### src/rtl/ovft_defs.vh
// Register offsets, field positions and reset values of the overflow timer
`ifndef OVFT_DEFS_VH
`define OVFT_DEFS_VH

// Register byte offsets on the APB word map
`define OVFT_ADDR_CTRL_STATUS  12'h000
`define OVFT_ADDR_CLOCK_CONFIG 12'h004
`define OVFT_ADDR_COUNT        12'h008
`define OVFT_ADDR_WRAP_LIMIT   12'h00c

// Status and control field positions
`define OVFT_SC_FLAG_BIT   7
`define OVFT_SC_IRQEN_BIT  6
`define OVFT_SC_CLEAR_BIT  5
`define OVFT_SC_HALT_BIT   4

// Clock configuration fields
`define OVFT_CC_SRC_HI     5
`define OVFT_CC_SRC_LO     4
`define OVFT_CC_PS_HI      3
`define OVFT_CC_PS_LO      0

// Source select encodings
`define OVFT_SRC_BUS       2'h0
`define OVFT_SRC_FIXED     2'h1
`define OVFT_SRC_EXT_FALL  2'h2
`define OVFT_SRC_EXT_RISE  2'h3

// Largest prescale code; higher codes saturate here
`define OVFT_PS_MAX        4'h8

// Reset values
`define OVFT_RST_COUNT     8'h00
`define OVFT_RST_LIMIT     8'h00
`define OVFT_RST_SRC       2'h0
`define OVFT_RST_PS        4'h0
`define OVFT_RST_PRESC     8'h00
`define OVFT_RST_HALT      1'b1
`define OVFT_RST_IRQEN     1'b0
`define OVFT_RST_PRIME     3'h0
`define OVFT_RST_RDATA     32'h0000_0000

// Free-running mode wraps from all-ones when the limit is zero
`define OVFT_FREE_WRAP     8'hff

// Top bit of each byte-wide register
`define OVFT_REG_HI        7

`endif

### src/rtl/ovft_timer.v
// Overflow timer: 8-bit modulo counter with prescaler and APB registers
`timescale 1ns/10ps
// How it works
// - Four 8-bit registers: control/status, clock config, count, wrap limit.
// - Flag bit 7 sets when the count wraps from the limit to zero.
// - Flag clears by a status read while set, then writing 0.
// - Flag also clears on counter-clear write or any wrap-limit write.
// - Interrupt output is enable bit 6 and the flag together; reset clears enable.
// - Writing 1 to bit 5 zeroes the count and flag; bit reads 0.
// - Halt bit 4 freezes the count; reset sets it.
// - Status bits 3:0 and clock config bits 7:6 read zero.
// - Source 00 bus clock, 01 fixed clock, 10 tick fall, 11 tick rise.
// - Changing source never clears the count.
// - Prescale code n divides the source by two to the n.
// - Prescale codes above 1000 divide by 256.
// - Changing prescale never clears the count.
// - Reset sets source and prescale fields to zero.
// - Count runs to the limit then wraps; limit zero runs freely.
// - Wrap-limit write zeroes count and flag; reset limit is zero.
// - External tick is synchronised; it must run under a quarter bus rate.
module ovft_timer
(
	// Clock and reset
	input  wire        SYS_CLK,
	input  wire        RST_N,
	// APB slave
	input  wire        PSEL,
	input  wire        PENABLE,
	input  wire        PWRITE,
	input  wire [11:0] PADDR,
	input  wire [31:0] PWDATA,
	output reg  [31:0] PRDATA,
	output wire        PREADY,
	output wire        PSLVERR,
	// Count sources from outside
	input  wire        FIXED_RATE_CLOCK,
	input  wire        EXT_TICK_INPUT,
	// Overflow interrupt
	output reg         OVERFLOW_IRQ
);
`include "ovft_defs.vh"

	// Timer state
	reg  [7:0] count_r;
	reg  [7:0] wrap_limit_r;
	reg  [7:0] presc_r;
	reg        overflow_flag_r;
	reg        overflow_irq_en_r;
	reg        counter_halt_r;
	reg  [1:0] source_select_r;
	reg  [3:0] prescale_select_r;
	reg        clr_armed_r;
	// Synchronisers: first stage feeds only the second
	reg        fix_s1_r;
	reg        fix_s2_r;
	reg        fix_d_r;
	reg        tick_s1_r;
	reg        tick_s2_r;
	reg        tick_d_r;
	reg  [2:0] prime_r;
	// Byte chosen by the read decode
	reg  [7:0] rd_byte;

	// Bus decode
	wire       acc     = PSEL & PENABLE;
	wire       wr      = acc & PWRITE;
	wire       rd      = acc & ~PWRITE;
	wire       hit_sc  = (PADDR == `OVFT_ADDR_CTRL_STATUS);
	wire       hit_cc  = (PADDR == `OVFT_ADDR_CLOCK_CONFIG);
	wire       hit_cnt = (PADDR == `OVFT_ADDR_COUNT);
	wire       hit_wl  = (PADDR == `OVFT_ADDR_WRAP_LIMIT);
	wire       mapped  = hit_sc | hit_cc | hit_cnt | hit_wl;
	wire       wr_sc   = wr & hit_sc;
	wire       wr_cc   = wr & hit_cc;
	wire       wr_wl   = wr & hit_wl;

	// Zero-wait slave; unmapped addresses answer with an error
	assign PREADY  = 1'b1;
	assign PSLVERR = acc & ~mapped;

	// two-flop sync of the tick pin; only the second stage is read
	always @(posedge SYS_CLK or negedge RST_N)
	begin
		if (!RST_N)
		begin
			tick_s1_r <= 1'b0;
			tick_s2_r <= 1'b0;
			tick_d_r  <= 1'b0;
		end
		else
		begin
			tick_s1_r <= EXT_TICK_INPUT;
			tick_s2_r <= tick_s1_r;
			tick_d_r  <= tick_s2_r;
		end
	end

	// Fixed-rate clock takes the same two-flop path as the tick pin
	always @(posedge SYS_CLK or negedge RST_N)
	begin
		if (!RST_N)
		begin
			fix_s1_r <= 1'b0;
			fix_s2_r <= 1'b0;
			fix_d_r  <= 1'b0;
		end
		else
		begin
			fix_s1_r <= FIXED_RATE_CLOCK;
			fix_s2_r <= fix_s1_r;
			fix_d_r  <= fix_s2_r;
		end
	end

	// Edge detectors stay blind until sync and delay flops hold real samples
	// A pin idling high would otherwise fake an edge right after reset
	always @(posedge SYS_CLK or negedge RST_N)
	begin
		if (!RST_N)
			prime_r <= `OVFT_RST_PRIME;
		else
			prime_r <= {prime_r[1:0], 1'b1};
	end
	wire       prime_ok = prime_r[2];

	// one step per bus clock or per selected edge
	reg src_step;
	always @*
	begin
		case (source_select_r)
			`OVFT_SRC_BUS:      src_step = 1'b1;
			`OVFT_SRC_FIXED:    src_step = fix_s2_r & ~fix_d_r & prime_ok;
			`OVFT_SRC_EXT_FALL: src_step = ~tick_s2_r & tick_d_r & prime_ok;
			default:            src_step = tick_s2_r & ~tick_d_r & prime_ok;
		endcase
	end

	// divide by two to the code
	// codes above the max saturate at 256
	wire [3:0] ps_eff = (prescale_select_r > `OVFT_PS_MAX) ? `OVFT_PS_MAX : prescale_select_r;
	wire [8:0] div_n  = 9'h001 << ps_eff;
	wire [7:0] div_m1 = div_n[7:0] - 8'h01;
	// Prescaler carry; divider steps only on run steps and keeps its phase across changes
	wire       presc_end = (ps_eff == 4'h0) | (presc_r >= div_m1);
	wire       run_step  = ~counter_halt_r & src_step;
	wire       inc       = run_step & presc_end;
	// wrap at limit; limit zero wraps at all-ones
	// A zero limit must not match a zero count, or the counter would stick
	wire       free_run  = (wrap_limit_r == `OVFT_RST_LIMIT);
	wire       at_limit  = free_run ? (count_r == `OVFT_FREE_WRAP) :
	                                  (count_r == wrap_limit_r);
	wire       wrap      = inc & at_limit;
	wire       clr_cmd   = wr_sc & PWDATA[`OVFT_SC_CLEAR_BIT];

	// source and prescale changes never touch the count
	// only clear and limit writes reset it
	always @(posedge SYS_CLK or negedge RST_N)
	begin
		if (!RST_N)
		begin
			count_r <= `OVFT_RST_COUNT;
			presc_r <= `OVFT_RST_PRESC;
		end
		else
		begin
			// limit write restarts counting from zero
			if (clr_cmd | wr_wl)
			begin
				count_r <= `OVFT_RST_COUNT;
				presc_r <= `OVFT_RST_PRESC;
			end
			else if (run_step)
			begin
				presc_r <= presc_end ? 8'h00 : presc_r + 8'h01;
				if (wrap)
					count_r <= 8'h00;
				else if (inc)
					count_r <= count_r + 8'h01;
			end
		end
	end

	// wrap sets the flag and wins over any clear in the same cycle
	// clear bit or limit write drops the flag
	// armed read then a write of 0 clears
	always @(posedge SYS_CLK or negedge RST_N)
	begin
		if (!RST_N)
			overflow_flag_r <= 1'b0;
		else if (wrap)
			overflow_flag_r <= 1'b1;
		else if (clr_cmd | wr_wl)
			overflow_flag_r <= 1'b0;
		else if (wr_sc & clr_armed_r & ~PWDATA[`OVFT_SC_FLAG_BIT])
			overflow_flag_r <= 1'b0;
	end

	// an overflow disarms the pending clear
	// Armed from the byte handed to software, not the live flag, so a wrap
	// landing on the setup edge can never be cleared unseen
	always @(posedge SYS_CLK or negedge RST_N)
	begin
		if (!RST_N)
			clr_armed_r <= 1'b0;
		else if (wrap | wr_sc | clr_cmd | wr_wl)
			clr_armed_r <= 1'b0;
		else if (rd & hit_sc & PRDATA[`OVFT_SC_FLAG_BIT])
			clr_armed_r <= 1'b1;
	end

	// halt bit, set by reset so the counter starts stopped
	always @(posedge SYS_CLK or negedge RST_N)
	begin
		if (!RST_N)
		begin
			overflow_irq_en_r <= `OVFT_RST_IRQEN;
			counter_halt_r    <= `OVFT_RST_HALT;
		end
		else if (wr_sc)
		begin
			overflow_irq_en_r <= PWDATA[`OVFT_SC_IRQEN_BIT];
			counter_halt_r    <= PWDATA[`OVFT_SC_HALT_BIT];
		end
	end

	// reset selects the bus clock with no division
	always @(posedge SYS_CLK or negedge RST_N)
	begin
		if (!RST_N)
		begin
			source_select_r   <= `OVFT_RST_SRC;
			prescale_select_r <= `OVFT_RST_PS;
		end
		else if (wr_cc)
		begin
			source_select_r   <= PWDATA[`OVFT_CC_SRC_HI:`OVFT_CC_SRC_LO];
			prescale_select_r <= PWDATA[`OVFT_CC_PS_HI:`OVFT_CC_PS_LO];
		end
	end

	always @(posedge SYS_CLK or negedge RST_N)
	begin
		if (!RST_N)
			wrap_limit_r <= `OVFT_RST_LIMIT;
		else if (wr_wl)
			wrap_limit_r <= PWDATA[`OVFT_REG_HI:0];
	end

	// registered interrupt, enable gates the flag
	always @(posedge SYS_CLK or negedge RST_N)
	begin
		if (!RST_N)
			OVERFLOW_IRQ <= 1'b0;
		else
			OVERFLOW_IRQ <= overflow_flag_r & overflow_irq_en_r;
	end

	// read mux of the four byte registers
	// unused bits and the clear bit read zero
	always @*
	begin
		rd_byte = 8'h00;
		if (hit_sc)
			rd_byte = {overflow_flag_r, overflow_irq_en_r, 1'b0, counter_halt_r, 4'h0};
		else if (hit_cc)
			rd_byte = {2'h0, source_select_r, prescale_select_r};
		else if (hit_cnt)
			rd_byte = count_r;
		else if (hit_wl)
			rd_byte = wrap_limit_r;
	end

	// Read data launched at the setup edge, so it stands through the access
	// Trade-off: the word shows the state of the setup cycle, one clock old
	always @(posedge SYS_CLK or negedge RST_N)
	begin
		if (!RST_N)
			PRDATA <= `OVFT_RST_RDATA;
		else if (PSEL & ~PENABLE & ~PWRITE)
			PRDATA <= {24'h000000, rd_byte};
	end

endmodule // ovft_timer

### config.mk
export PLATFORM = sky130hd
export DESIGN_NAME = ovft_timer
export DESIGN_NICKNAME = d
export VERILOG_FILES = /design/src/rtl/ovft_timer.v
export VERILOG_INCLUDE_DIRS = /design/src /design/src/rtl
export SDC_FILE = /design/constraint.sdc
export NUM_CORES = 1
export LEC_CHECK = 0
export BUFFER_PORTS_ARGS = -buffer_cell sky130_fd_sc_hd__buf_2
export CORE_UTILIZATION = 53
export DETAILED_ROUTE_END_ITERATION = 7
export GPL_TIMING_DRIVEN = 1
export PLACE_DENSITY_LB_ADDON = 0.15
export SLEW_MARGIN = 0
export SYNTH_ARGS = -nofsm -noshare
export SYNTH_HDL_FRONTEND = slang
export SYNTH_SLANG_ARGS = --single-unit
### constraint.sdc
create_clock -name SYS_CLK -period 3.65 [get_ports SYS_CLK]
set_input_delay 0.1825 -clock SYS_CLK [delete_from_list [all_inputs] [get_ports SYS_CLK]]
set_output_delay 0.1825 -clock SYS_CLK [all_outputs]
set_load 0.03 [all_outputs]
# Word-level counts from Yosys, hierarchy flattened
# Cells that the tools add are included.
[word_totals]
word_cells = 99
input_bits = 51
output_inout_bits = 35
register_bits = 52
[op_classes]
bitwise = 40
n_shift = 1
n_lt_le_gt_ge = 2
n_mux = 19
add_sub_neg = 3
n_eq_ne = 7
reduce_logical = 9
[ops]
columns = ["op", "n"]
rows = [
  ["$mux 8", 11],
  ["$and 1x1->1", 24],
  ["$eq 12x4->1 const B", 2],
  ["$add 8x1->8 const B", 2],
  ["$eq 12x3->1 const B", 1],
  ["$logic_not 12->1", 1],
  ["$eq 8x8->1", 1],
  ["$eq 8x8->1 const B", 1],
  ["$ge 8x8->1", 1],
  ["$logic_not 8->1", 1],
  ["$not 1->1", 8],
  ["$or 1x1->1", 8],
  ["$shl 1x4->8 const A", 1],
  ["$sub 8x1->8 const B", 1],
  ["$mux 1", 6],
  ["$reduce_bool 3->1", 2],
  ["$gt 4x4->1 const B", 1],
  ["$logic_not 4->1", 1],
  ["$mux 4", 1],
  ["$reduce_bool 2->1", 2],
  ["$pmux 1 s3", 1],
  ["$eq 2x1->1 const B", 1],
  ["$eq 2x2->1 const B", 1],
  ["$logic_not 2->1", 1],
  ["$reduce_and 2->1", 1],
]

# Longest topological paths before layout
[logic_depth]
depth_word = 12
depth_mapped = 15

# Worst setup path before layout
# OpenSTA, ideal clock, no wires.
[synth_timing]
path_kind = "register -> register"
startpoint = "reg prescale_select_r[0]"
endpoint = "reg count_r[4]"
t_required_ns = 3.531
setup_ns = 0.119
path_stages_with_launch = 14
path_buffers = 1
period_less_slack_ns = 2.965
path_slack_ns = 0.685
arrival_time_ns = 2.846
cell_sequence = "dfrtp_1 > or4_4 > ha_1 > nor3_1 > a21o_1 > a32oi_1 > ha_1 > and4_1 > o21ai_0 > o221ai_2 > buf_6 > nand2_2 > o21ai_2 > o21ba_1"
[synth_via]
elab_chain_cells = 11
elab_cells_between_ends = 14
cone_classes = "add/sub (1); order compare (2); shift (1); mux (4); bitwise (3); reduce/logical (3)"
[synth_lines]
columns = ["item", "line_no", "text"]
rows = [
  ["start, declared", "ovft_timer.v:51", "reg [3:0] prescale_select_r;"],
  ["start signal, assigned", "ovft_timer.v:232", "prescale_select_r <= `OVFT_RST_PS;"],
  ["start signal, assigned", "ovft_timer.v:237", "prescale_select_r <= PWDATA[`OVFT_CC_PS_HI:`OVFT_CC_PS_LO];"],
  ["$gt 4x4->1 (no source line)", "-", ""],
  ["$mux 4 *", "ovft_timer.v:140", "wire [3:0] ps_eff = (prescale_select_r > `OVFT_PS_MAX) ? `OVFT_PS_MAX : prescale_select_r;"],
  ["$shl 1x4->8", "ovft_timer.v:141", "wire [8:0] div_n = 9'h001 << ps_eff;"],
  ["$sub 8x1->8", "ovft_timer.v:142", "wire [7:0] div_m1 = div_n[7:0] - 8'h01;"],
  ["$ge 8x8->1", "ovft_timer.v:144", "wire presc_end = (ps_eff == 4'h0) | (presc_r >= div_m1);"],
  ["$or 1x1->1 *", "ovft_timer.v:144", ""],
  ["$and 1x1->1 *", "ovft_timer.v:146", "wire inc = run_step & presc_end;"],
  ["$and 1x1->1", "ovft_timer.v:152", "wire wrap = inc & at_limit;"],
  ["$mux 8", "ovft_timer.v:175", "if (wrap)"],
  ["$mux 8", "ovft_timer.v:172", "else if (run_step)"],
  ["$mux 8", "ovft_timer.v:167", "if (clr_cmd | wr_wl)"],
  ["end signal, assigned", "ovft_timer.v:161", "count_r <= `OVFT_RST_COUNT;"],
  ["end signal, assigned", "ovft_timer.v:169", "count_r <= `OVFT_RST_COUNT;"],
  ["end signal, assigned", "ovft_timer.v:178", "count_r <= count_r + 8'h01;"],
  ["end, declared", "ovft_timer.v:44", "reg [7:0] count_r;"],
]
# Every way passes the cells marked *; elsewhere a longest branch is shown, timed or not. The select of a mux whose other input is x is not followed.
# A chain may end at the register's enable or synchronous reset.

# Final worst setup path
[layout_timing]
startpoint = "reg prescale_select_r[1]"
endpoint = "reg count_r[4]"
# Same word-level chain as after synthesis.

==> results.yml <==
status:
  status: "finished, violations left"
  violations: "hold timing"
placement:
  place_congestion: 0.857
  placed_cells_incl_taps: 412
  io_buffers: 36
  dp_hpwl_mm: 4.52
  dp_worst_setup_slack_ps: 283
finish:
  syn2layout_area_growth_pct: 9.22
  final_common_cell: "dfrtp_1"
  multiInputGateArea_um2: 1620
  fin_util_pct: 60.9
  final_nets: 414
  num_antenna_cells: 0
  ff_latch_area_um2: 1300
  drive_above_1_share_pct: 23.1
  fin_cells: 422
  final_cell_mix: "dfrtp_1, buf_2, conb_1"
  nFillCells: 496
grt:
  grt_use_total_pct: 21.3
  grt_pass1_vias: 2225
  antenna_found_initial: 0
  grt_pass1_wl_mm: 10.3
  grt_start_max_net_pins: 42
  grt_overflow_total: 0
floorplanning:
  io-pin-count: 86
  dieArea_um2: 6170
  row_count: 27
  die_width_um: 78.6
  die_h_um: 78.6
  start_util_pct: 55.7
  coreArea_um2: 5570
synthesis:
  ys_ff_latch: 52
  synth_warnings: 0
  synth-edff-count: 0
  yosysUniqueCellTypes: 58
  avgSynthCellArea_um2: 10.1
  ys.flop_type: "dfrtp_1"
  async_flop_share_pct: 100
  netlist_instances: 309
  seq_area_frac_synth_pct: 41.9
  syn_area_um2: 3110
routing:
  drt_pre_antenna_iters: 5
  vias: 2328
  routedWlPerCell_um: 14.2
  highest_layer: "met4"
  viasPerCell: 5.52
  routed-wl-met2_mm: 2.84
  drt-initial-drc-count: 188
  met3_wirelength_um: 372
  drc: 0
  met1_length_mm: 2.72
  postRouteAntennaNets: 0
  routed_wl_mm: 5.98
timing:
  tns_ps: 0
  tightest_slew_ps: 905
  fin_crit_sh_pct: 90.7
  hold-worst-slack_ps: -3.63
  rsz0062_at_grt: "no"
  finalCriticalPeriod_ps: 3310
  finalWorstSetupSlack_ps: 340
  fmax_ghz: 0.302
  drv_slew: 0
  max-slew-margin-rel_pct: 39.7
  hold_viol: 5
  finalSetupViolations: 0
  finClkSkew_ps: 7.85
critical_path:
  cp_slowest_cell: "or4_4"
  crit_top_cell: "ha_1"
  cp_cell_sequence: "or4_4 -> ha_1 -> nor3_1 -> a21o_1 -> a32oi_1 -> ha_1 -> and4_1 -> o21ai_0 -> o221ai_2 -> buf_4 -> nand3_2 -> o21a_1 -> o21ba_1"
  worstSetupPathType: "flop to flop"
  critPathMaxStageDelay_ps: 550
  required_ps: 3850
  rr_worst_depth: 13
  endpoint_kind: "flop"
  critPathLaunchType: "flop"
  arrival_ps: 3510
  critPathMaxFanout: 7
clocking:
  numCtsBuffers: 5
  clock-sinks: 52
  cts_setup_buffers: 0
  cts_tree: "yes"
  clkSlewWorstSetupHoldPaths_ps: 100
  clk-insertion-delay-late_ps: 300
  cts_root_buf: "clkbuf_8"
  h-tree-depth: 2
  cts_buffer_depth: 2
power:
  p_comb_share_pct: 17.0
  power_frac_clock_pct: 26.9
  ir_drop_uv: 210
  power_density_nw_per_um2: 365
  intPower_mw: 0.849
  switchingPower_mw: 0.390
  swShare_pct: 31.5
  p_leak_nw: 1.62
  seq_power_share_pct: 56.1
hold_path:
  hp-class: "input pin to async pin"
job:
  maxCapViolations: 0
## worst max-delay path: cells and delay by family, from the launching register on
family	cells	cell delay, ps
adders and majority gates	2	560
DFF	1	410
buffers and inverters	1	220
AOI/OAI and AO/OA	6	1050
and+or+nand+nor	4	960
## path summary, 6_finish.rpt
kind | slack (ps) | start | to
worst min-delay path | -4 | RST_N | OVERFLOW_IRQ$_DFF_PN0_
max in group asynchronous | 2950 | RST_N | prescale_select_r[0]$_DFFE_PN0P_
min in group SYS_CLK | 110 | PWDATA[4] | source_select_r[0]$_DFFE_PN0P_
worst min register to register | 360 | tick_s1_r$_DFF_PN0_ | tick_s2_r$_DFF_PN0_
worst max register to register | 340 | prescale_select_r[1]$_DFFE_PN0P_ | count_r[4]$_DFFE_PN0P_
worst max-delay path | 340 | prescale_select_r[1]$_DFFE_PN0P_ | count_r[4]$_DFFE_PN0P_
## cells in the mapped netlist (3+ instances only)
master	number	area share, %
inv_1	11	1.3
o31ai_1	8	1.9
nor2b_1	5	1.0
ha_1	14	5.6
xnor2_1	9	2.5
xor2_1	4	1.1
buf_4	25	6.0
mux2_2	13	4.7
buf_2	3	0.48
dfrtp_1	51	41
nand2_1	21	2.5
a21oi_1	11	1.8
a31oi_1	5	1.0
mux2_1	6	2.2
o21ai_0	12	1.9
nand4_1	5	1.0
and3_1	3	0.60
nor2_1	23	2.8
a22oi_1	6	1.4
nand3b_1	4	0.97
nand3_1	13	2.1
nor3_1	4	0.64
clkbuf_1	7	0.85
## final cells by class
type	count	area share, %
tap	72	2.65
inverter	11	1.22
sequential	52	38.4
clock buffer	5	2.03
multi-input combinational	234	47.6
timing repair buffer	45	7.45
clock inverter	3	0.664
## stage by stage
| stage | hold slack (ps) | cell area [um^2] | total power, mW |
|---|---|---|---|
| 4_1_cts | 33.6 | 3390 | 1.25 |
| 3_3_place_gp | 290 | 3280 | 0.909 |
| 5_1_grt | 77.2 | 3390 | 1.31 |
| 3_5_place_dp | 293 | 3280 | 0.912 |
| 6_report | -3.63 | 3390 | 1.24 |
| 2_1_floorplan | -113 | 3200 | 0.870 |
## kinds of logic (layout without fill, tap and decap cells)
group / Yosys count / after routing / synth area share (%)
compound gates: 60 / 60 / 13.5
xor+xnor: 13 / 13 / 3.66
fa+ha+maj: 14 / 14 / 5.64
buf+inv: 47 / 64 / 9.06
flops: 52 / 52 / 41.9
mux: 22 / 22 / 8.26
other cells: 2 / 26 / 0.242
simple gates: 99 / 99 / 17.7
## repair_timing
action / 4_1_cts / 5_1_grt
hold endpoints to repair: 2 / 0
endpoints found under the setup margin: 0 / 1
hold buffers: 2 / 0
gates resized for setup: 0 / 1
## power groups by stage
stage                     Combinational, mW  Sequential (mW)  Clock (mW)
after global placement                0.204            0.706           0
after CTS                             0.213            0.692       0.345
after detailed placement              0.209            0.703           0
final                                 0.211            0.695       0.333
after global routing                  0.239            0.699       0.367
after floorplan                       0.206            0.664           0
## flip-flops by register name, indices dropped and copies added, names as in the netlist
register / count
PRDATA: 8
tick_d_r: 1
presc_r: 8
overflow_flag_r: 1
counter_halt_r: 1
wrap_limit_r: 8
prime_r: 3
OVERFLOW_IRQ: 1
fix_d_r: 1
source_select_r: 2
tick_s2_r: 1
count_r: 8
tick_s1_r: 1
fix_s2_r: 1
prescale_select_r: 4
fix_s1_r: 1
clr_armed_r: 1
overflow_irq_en_r: 1
## per-layer routing
layer	vias up	global-route usage, %
li1	1137	-
met1	1108	28.2
met2	77	35.7
met3	6	3.37
met4	0	6.67
met5	-	0
Power figures use the tool's default switching activity.
